<file path="config.mk">
export PLATFORM = sky130hd
export DESIGN_NAME = bts_decode
export DESIGN_NICKNAME = d
export VERILOG_FILES = /design/src/hdl/bts_pkg.sv /design/src/hdl/bts_decode.sv
export VERILOG_INCLUDE_DIRS = /design/src /design/src/hdl
export SDC_FILE = /design/constraint.sdc
export NUM_CORES = 1
export LEC_CHECK = 0
export BUFFER_PORTS_ARGS = -buffer_cell sky130_fd_sc_hd__buf_2
export CAP_MARGIN = 10
export CORE_UTILIZATION = 45
export DETAILED_ROUTE_END_ITERATION = 7
export PLACE_DENSITY = 0.73
export SLEW_MARGIN = 40
export SYNTH_ARGS = -nofsm -noshare
export SYNTH_HDL_FRONTEND = slang
export SYNTH_SLANG_ARGS = --single-unit
export TNS_END_PERCENT = 10
</file>
<file path="constraint.sdc">
create_clock -name clock -period 3.9 [get_ports clock]
set_clock_uncertainty 0.15 [all_clocks]
set_input_delay 0.78 -clock clock [delete_from_list [all_inputs] [get_ports clock]]
set_output_delay 0.78 -clock clock [all_outputs]
set_load 0.02 [all_outputs]
</file>
<file path="src/hdl/bts_regs.svh">
`ifndef BTS_REGS_SVH
`define BTS_REGS_SVH

//----------------------------------------------------------------------
// Instruction encoding
//----------------------------------------------------------------------
`define BTS_OPC_HI         11
`define BTS_OPC_LO         8
`define BTS_OPC_SKIP_CLEAR 4'h6
`define BTS_OPC_SKIP_SET   4'h7
`define BTS_BIT_HI         7
`define BTS_BIT_LO         5
`define BTS_FILE_HI        4
`define BTS_FILE_LO        0
`define BTS_NOP_WORD       12'h000

//----------------------------------------------------------------------
// Timing
//----------------------------------------------------------------------
`define BTS_OSC_PER_CYCLE  4
`define BTS_PC_RESET       9'h000

`endif

</file>
<file path="src/hdl/bts_pkg.sv">
package bts_pkg;

  // Instruction word as laid out for bit-oriented operations.
  typedef struct packed
  {
    logic [3:0] opcode;
    logic [2:0] bit_sel;
    logic [4:0] file_addr;
  } bts_insn_s;

  // Instruction classes this block recognises.
  typedef enum logic [1:0]
  {
    BTS_OTHER,
    BTS_SKIP_CLEAR,
    BTS_SKIP_SET
  } bts_kind_e;

  // Per-cycle execute outcome.
  typedef enum logic [1:0]
  {
    BTS_EXEC,
    BTS_FLUSH
  } bts_state_e;

endpackage

</file>
<file path="src/hdl/bts_decode.sv">
`timescale 1ns/10ps
`include "bts_regs.svh"
// Summary of operation
// RULE_01 - Upper nibble 0110 decodes skip-when-clear; bits 7:5 bit, 4:0 file.
// RULE_02 - Skip-when-clear skips the next instruction only when the bit reads zero.
// RULE_03 - A taken clear-skip discards the prefetch and runs a no-op, two cycles.
// RULE_04 - Upper nibble 0111 decodes skip-when-set with the same fields.
// RULE_05 - Skip-when-set skips the next instruction only when the bit reads one.
// RULE_06 - A taken set-skip flushes the prefetch and substitutes a no-op cycle.
// RULE_07 - No flag or register is written; without a skip the PC simply advances.
// RULE_08 - One instruction cycle is four oscillator periods; taken tests take two.
module bts_decode #(
  parameter int PC_W = 9
) (
  // Clock and reset.
  input  wire logic                clock,
  input  wire logic                rstn,
  // Prefetched instruction from program memory.
  input  wire bts_pkg::bts_insn_s  fetch_word,
  // File register read port.
  output      logic [4:0]          file_raddr,
  input  wire logic [7:0]          file_rdata,
  // Core control.
  output      logic [PC_W-1:0]     pc,
  output      logic                insn_cycle,
  output      logic                exec_nop,
  output      logic                skip_taken,
  output      bts_pkg::bts_insn_s  exec_word,
  output      logic                status_we,
  output      logic                file_we
);
  import bts_pkg::*;

  // Refuse program counter widths that the increment and reset logic cannot serve.
  if (PC_W < 1 || PC_W > 16)
  begin : g_pc_w_check
    $error("PC width out of range");
  end

  //--------------------------------------------------------------------
  // Instruction cycle enable
  //--------------------------------------------------------------------
  logic [1:0]  osc_cnt_q;
  bts_state_e  state_q;
  bts_kind_e   kind;
  logic        bit_val;
  logic        do_skip;

  // Divide the clock by four so each execute step is one instruction cycle.
  always_ff @(posedge clock or negedge rstn)
  begin
    if (!rstn)
      osc_cnt_q <= 2'h0;
    else
      osc_cnt_q <= osc_cnt_q + 2'h1;                          // RULE_08
  end
  assign insn_cycle = (osc_cnt_q == 2'(`BTS_OSC_PER_CYCLE - 1)); // RULE_08

  //--------------------------------------------------------------------
  // Decode
  //--------------------------------------------------------------------
  // Classify the executing word by its upper nibble. Every other opcode is
  // left to the rest of the core and never starts a skip here.
  function automatic bts_kind_e classify(input bts_insn_s w);
    if (w.opcode == `BTS_OPC_SKIP_CLEAR)
      return BTS_SKIP_CLEAR;                                  // RULE_01
    else if (w.opcode == `BTS_OPC_SKIP_SET)
      return BTS_SKIP_SET;                                    // RULE_04
    else
      return BTS_OTHER;
  endfunction

  // The file address is driven straight from the executing word so the
  // register read settles well inside the four-clock instruction cycle.
  assign file_raddr = exec_word.file_addr;                    // RULE_01
  assign kind       = (state_q == BTS_FLUSH) ? BTS_OTHER : classify(exec_word);
  assign bit_val    = file_rdata[exec_word.bit_sel];

  // Skip decision for the word in execute. A flushed no-op decodes as
  // another class, so it can never start a second skip of its own.
  always_comb
  begin
    case (kind)
      BTS_SKIP_CLEAR: do_skip = ~bit_val;                     // RULE_02
      BTS_SKIP_SET:   do_skip = bit_val;                      // RULE_05
      default:        do_skip = 1'b0;
    endcase
  end

  // Bit tests are read-only: they never request a write anywhere.
  assign status_we = 1'b0;                                    // RULE_07
  assign file_we   = 1'b0;                                    // RULE_07
  assign exec_nop  = (state_q == BTS_FLUSH);

  //--------------------------------------------------------------------
  // Execute pipeline
  //--------------------------------------------------------------------
  // A taken skip replaces the prefetched word with a no-op, costing one
  // extra instruction cycle rather than stalling the fetch unit.
  // Flush marker: set for the instruction cycle that runs the no-op.
  always_ff @(posedge clock or negedge rstn)
  begin
    if (!rstn)
      state_q <= BTS_EXEC;
    else if (insn_cycle)
    begin
      if (do_skip)
        state_q <= BTS_FLUSH;                                 // RULE_03 RULE_06
      else
        state_q <= BTS_EXEC;
    end
  end

  // Executing word: the prefetched word, or a no-op in its place after a skip.
  always_ff @(posedge clock or negedge rstn)
  begin
    if (!rstn)
      exec_word <= `BTS_NOP_WORD;
    else if (insn_cycle)
    begin
      if (do_skip)
        exec_word <= `BTS_NOP_WORD;                           // RULE_03 RULE_06
      else
        exec_word <= fetch_word;                              // RULE_07
    end
  end

  // Skip result of the instruction that has just finished its cycle.
  always_ff @(posedge clock or negedge rstn)
  begin
    if (!rstn)
      skip_taken <= 1'b0;
    else if (insn_cycle)
      skip_taken <= do_skip;                                  // RULE_02 RULE_05
  end

  // Program counter advances once per instruction cycle in either case.
  // There is no stall: the fetch unit must already hold the next word.
  always_ff @(posedge clock or negedge rstn)
  begin
    if (!rstn)
      pc <= PC_W'(`BTS_PC_RESET);
    else if (insn_cycle)
      pc <= pc + PC_W'(1);                                    // RULE_07
  end
endmodule

</file>
==> results.yml, run 1 <==
run_status:
  status: "finished, final reports clean"
grt:
  grt_pass1_vias: 831
  grt-ovfl-total: 0
  grt_antenna_before_repair: 0
  grt_max_degree: 25
  grt_pass1_wl_mm: 3.55
  grt_usage_pct: 17.1
clock_network:
  insertion_delay_ns: 0.30
  clock_sinks: 24
  cts.repair.resized: 0
  cts_setup_buffers: 0
  ctsHoldBuffers: 0
  numCtsBuffers: 3
  htree_num_levels: 1
  clock_path_buffers: 2
  tritoncts: "built"
  clkSlewWorstSetupHoldPaths_ns: 0.12
  root_buffer: "clkbuf_4"
floorplanning:
  core-area_mm2: 0.00257
  die-area_mm2: 0.00301
  ioPinCount: 53
  die_h_um: 54.9
  initial_core_util_pct: 49.0
  row_count: 18
  die_w_um: 54.9
synthesis:
  synth_area_mm2: 0.00126
  synth-edff-count: 0
  yosysTopAreaCellShare_pct: 47.7
  ys.warnings.count: 0
  synthTopCellsByArea: "dfrtp_1, mux2i_1, nor3_2, buf_4, xnor2_1"
  async_flop_share_pct: 100
  synth.most_common_cell: "dfrtp_1"
  synthTopCellsByCount: "dfrtp_1, mux2i_1, nor3_2"
  ys_ff_latch: 24
  syn_inst: 102
  synth-seq-area-share_pct: 47.7
  yosys_most_used_dff: "dfrtp_1"
  synth.distinct_cells: 28
  synth_area_leader_cell: "dfrtp_1"
  avgSynthCellArea_um2: 12.3
placement:
  place_hpwl_mm: 1.76
  io_buffers: 50
  place_congestion: 0.651
worst_setup_path:
  crit_slowest_cell: "ha_1"
  critPathLaunchType: "flip-flop"
  worstPathArrival_ns: 1.45
  path_max_fanout: 12
  required_ns: 2.97
  reg2reg_depth: 4
  end_kind: "primary output"
  path_class: "flip-flop to primary output"
  cpPeakStageDelay_ns: 0.51
  path_cells: "ha_1, buf_2"
detailed_routing:
  wl_per_cell_um: 12.6
  firstDrtPassIters: 4
  drt_iter0_markers: 8
  drc: 0
  ant_nets: 0
  vias: 897
  routed_wl_mm: 2.22
  routed_via_density: 5.10
timing:
  tightest_slew_ns: 0.689
  slew_headroom_pct: 53.9
  period_minus_slack_ns: 2.38
  finalSetupViolations: 0
  fin_setup_tns_ns: 0
  rsz0062_at_grt: "false"
  final_max_slew_viol_count: 0
  hold_violations: 0
  clock.fmax_mhz: 420
  min_period_over_period_pct: 61.1
flow_run:
  cap_violations: 0
power_and_ir_drop:
  finalPower_uw: 477
  leakage_uw: 0.000772
  vdd_drop_max_mv: 0.382
  power_density_mw_per_mm2: 316
finish:
  area_growth_pct: 19.9
  nFillCells: 221
  nets: 171
  layout-drive-gt1-share_pct: 50.0
  n_antenna_cell: 0
worst_hold_path:
  hold_class: "input pin to asynchronous set/reset pin"
==> metal layers <==
metal  routed length [µm]  global-route usage, %  part of all wire, %
met3                  141                   5.83                  6.4
met1                  933                   18.4                   42
met5                    0                      0                    0
met2                 1130                   32.1                   51
met4                    9                   2.56                 0.41
==> kinds of logic (layout without fill, tap and decap cells) <==
family | after synthesis | count (layout) | share of synthesized area, %
AND/OR/NAND/NOR | 29 | 29 | 16.7
flip-flops | 24 | 24 | 47.7
multiplexers | 17 | 17 | 14.2
buffers and inverters | 16 | 59 | 7.95
XOR/XNOR | 8 | 8 | 5.57
AO/OA/AOI/OAI | 5 | 5 | 5.57
adder cells (fa/ha/maj) | 2 | 2 | 1.99
other | 1 | 2 | 0.298
==> worst paths after layout <==
| kind | slack [ns] | end | startpoint |
|---|---|---|---|
| worst max register to register | 1.77 | file_raddr[3] | skip_taken |
| worst min register to register | 0.29 | osc_cnt_q[0] | osc_cnt_q[0] |
| min in group clock | 0.29 | osc_cnt_q[0] | osc_cnt_q[0] |
| worst min-delay path | 0.27 | pc[4] | rstn |
| max in group asynchronous | 2.98 | exec_word[5] | rstn |
| worst max-delay path | 1.52 | insn_cycle | osc_cnt_q[0] |
==> registers in the layout (all words and copies together) (netlist names) <==
register / count
file_raddr: 5
pc: 9
skip_taken: 1
exec_word: 7
osc_cnt_q: 2
==> worst max-delay path: cells and delay by family (launching register included) <==
kind | cells | cell delay, ns
flip-flops | 1 | 0.37
adder cells (fa/ha/maj) | 1 | 0.51
buffers and inverters | 1 | 0.27
==> cells in the final DEF, fill, tap and decap left out, types with 3 or more instances in the layout <==
master	instances
nand4_1	4
inv_1	4
mux2i_1	13
nor3_2	10
xor2_1	3
mux2_2	3
buf_2	50
nor2_1	4
clkbuf_4	3
dfrtp_1	24
xnor2_1	5
nand2_1	4
==> power by group <==
part	switching [µW]	leakage, µW	internal (µW)
combinational	47.3	0.000457	35.7
sequential	10.4	0.000295	259
clock	67.7	0.0000210	57.0
total	125	0.000772	352
==> final cells by class <==
class | instances | area (µm²) | area share [%]
Clock buffer | 4 | 36.3 | 2.40
Timing Repair Buffer | 51 | 258 | 17.1
Multi-Input combinational cell | 63 | 562 | 37.2
Sequential cell | 24 | 601 | 39.8
Tap cell | 30 | 37.5 | 2.49
Inverter | 4 | 15.0 | 0.995
==> metrics by stage <==
step	setup WS, ns	area [µm²]	util (%)	hold WS [ns]	std cells
final	1.52	1510	58.8	0.271	176
after global routing	1.40	1510	58.8	0.292	176
after CTS	1.50	1510	58.8	0.284	176
after detailed placement	1.63	1470	57.4	0.276	172
after global placement	1.70	1470	57.4	0.261	172
after floorplan	1.92	1260	-	0.251	103
Power figures use the tool's default switching activity.
==> run 2, diff against run 1 <==
--- a/config.mk
+++ b/config.mk
@@ -6,11 +6,12 @@
 export SDC_FILE = /design/constraint.sdc
 export NUM_CORES = 1
 export LEC_CHECK = 0
+export ABC_AREA = 1
 export BUFFER_PORTS_ARGS = -buffer_cell sky130_fd_sc_hd__buf_2
 export CAP_MARGIN = 10
 export CORE_UTILIZATION = 45
 export DETAILED_ROUTE_END_ITERATION = 7
-export PLACE_DENSITY = 0.73
+export PLACE_DENSITY = 0.72
 export SLEW_MARGIN = 40
 export SYNTH_ARGS = -nofsm -noshare
 export SYNTH_HDL_FRONTEND = slang
==> constraint.sdc (replaced) <==
create_clock -name clock -period 2.4 [get_ports clock]
set_clock_uncertainty 0.15 [all_clocks]
set_input_delay 0.48 -clock clock [delete_from_list [all_inputs] [get_ports clock]]
set_output_delay 0.48 -clock clock [all_outputs]
set_load 0.02 [all_outputs]
==> results.yml, run 2 <==
clock_network:
  insertion_delay_ns: 0.32
  clock_path_buffers: 2
  clock_sinks: 24
  root_buffer: "clkbuf_4"
  ctsHoldBuffers: 1
  cts_setup_buffers: 0
  htree_num_levels: 1
  tritoncts: "built"
  clkSlewWorstSetupHoldPaths_ns: 0.13
  numCtsBuffers: 3
  cts.repair.resized: 0
worst_setup_path:
  path_cells: "ha_1, buf_2"
  reg2reg_depth: 7
  end_kind: "primary output"
  reg2reg_from: "exec_word[5]"
  cpPeakStageDelay_ns: 0.37
  critPathLaunchType: "flip-flop"
  worstPathArrival_ns: 1.26
  cp-endpoint: "insn_cycle"
  path_class: "flip-flop to primary output"
  path_max_fanout: 9
  r2r-end: "file_raddr[0]"
  required_ns: 1.77
  rrSetupSlack_ns: 0.70
  crit_slowest_cell: "dfrtp_1"
  crit_path_start: "osc_cnt_q[0]"
grt:
  grt_usage_pct: 17.5
  grt_antenna_before_repair: 0
  grt_pass1_wl_mm: 4.41
  grt-ovfl-total: 0
  grt_pass1_vias: 1056
  grt_max_degree: 25
floorplanning:
  initial_core_util_pct: 47.5
  die_h_um: 56.0
  die-area_mm2: 0.00313
  die_w_um: 56.0
  core-area_mm2: 0.00276
  row_count: 19
  ioPinCount: 53
power_and_ir_drop:
  seq_power_share_pct: 50.5
  vdd_drop_max_mv: 0.424
  p_int_uw: 639
  p_comb_share_pct: 15.3
  switching_share_pct: 26.3
  clockPowerShare_pct: 34.1
  switchingPower_uw: 228
  leakage_uw: 0.00104
  power_density_mw_per_mm2: 551
synthesis:
  synth_area_leader_cell: "dfrtp_1"
  ys_ff_latch: 24
  syn_inst: 169
  ys.warnings.count: 0
  synthTopCellsByArea: "dfrtp_1, nand2_1, inv_1, nand3_1, buf_4"
  synth-seq-area-share_pct: 45.8
  yosysTopAreaCellShare_pct: 45.8
  async_flop_share_pct: 100
  synth.distinct_cells: 19
  synth_area_mm2: 0.00131
  avgSynthCellArea_um2: 7.75
  synth.most_common_cell: "nand2_1"
  synthTopCellsByCount: "nand2_1, inv_1, dfrtp_1"
  synth-edff-count: 0
  yosys_most_used_dff: "dfrtp_1"
timing:
  finalSetupViolations: 0
  period_minus_slack_ns: 1.89
  final_max_slew_viol_count: 0
  fin_setup_tns_ns: 0
  worst_slack_ns: 0.514
  hold_violations: 0
  rsz0062_at_grt: "false"
  clock.fmax_mhz: 530
  tightest_slew_ns: 0.526
  slew_headroom_pct: 65.0
  min_period_over_period_pct: 78.6
placement:
  place_congestion: 0.750
  post-place-ws_ns: 0.667
  io_buffers: 50
  place_hpwl_mm: 1.82
  place_inst: 239
finish:
  nets: 238
  regMostFlops: "pc"
  final_util_pct: 57.1
  largest_reg_flops: 9
  instances_no_fill: 244
  mostFrequentLayoutCell: "nand2_1"
  layout-drive-gt1-share_pct: 28.2
  area_growth_pct: 20.2
  layout_common_cells: "nand2_1, buf_2, inv_1"
  n_antenna_cell: 0
detailed_routing:
  routed_via_density: 4.62
  vias: 1128
  ant_nets: 0
  wl_per_cell_um: 10.2
  routed_wl_mm: 2.49
  drc: 0
  firstDrtPassIters: 5
  drt_iter0_markers: 21
worst_hold_path:
  hold_class: "flip-flop to flip-flop"
run_status:
  status: "finished, final reports clean"
flow_run:
  cap_violations: 0
run 2: final cells by class:
class                      instances  area [µm²]
clock inverter                     1        30.0
tap                               31        38.8
clock buffer                       3        22.5
multi-input combinational         98         483
fill                             267        1180
inverter                          35         131
sequential                        24         601
timing repair buffer              52         268
run 2: logic make-up after synthesis:
group / Yosys count / synth area share [%]
buffers and inverters: 48 / 17.6
other: 1 / 0.286
XOR/XNOR: 8 / 5.35
AND/OR/NAND/NOR: 86 / 29.0
adder cells (fa/ha/maj): 2 / 1.91
flip-flops: 24 / 45.8
run 2: metrics by stage:
step	cell area, µm²	total power [µW]	hold slack [ns]
3_5_place_dp	1510	579	0.266
2_1_floorplan	1310	538	0.0344
4_1_cts	1570	878	0.285
3_3_place_gp	1510	578	0.266
5_1_grt	1570	907	0.316
6_report	1570	867	0.289
run 2: worst max-delay path, delay by kind of cell, from the launching register on:
family | cells | cell delay, ns
DFF | 1 | 0.37
buffers and inverters | 1 | 0.23
adders and majority gates | 1 | 0.34
run 2: power by group through the flow:
stage	Clock [µW]	Combinational, µW	Sequential (µW)
after floorplan	0	71.9	466
after global routing	318	149	440
final	296	133	438
after detailed placement	0	133	446
after CTS	304	135	438
after global placement	0	132	446
run 2: worst min-delay path by stage:
stage	start	endpoint	slack, ns	cells after the start
after floorplan	rstn	exec_word[10]	0.03	0
final	osc_cnt_q[0]	osc_cnt_q[0]	0.29	1
after global placement	osc_cnt_q[0]	osc_cnt_q[0]	0.27	1
after detailed placement	osc_cnt_q[0]	osc_cnt_q[0]	0.27	1
after global routing	fetch_word[11]	exec_word[11]	0.32	5
after CTS	osc_cnt_q[0]	osc_cnt_q[0]	0.28	1
run 2: routing by layer:
metal / vias to the layer above / part of all wire, % / global-route usage (%)
li1: 579 / - / -
met1: 518 / 46 / 21.4
met2: 31 / 49 / 32.4
met3: 0 / 5.5 / 4.19
met4: 0 / 0 / 2.09
met5: - / 0 / 0
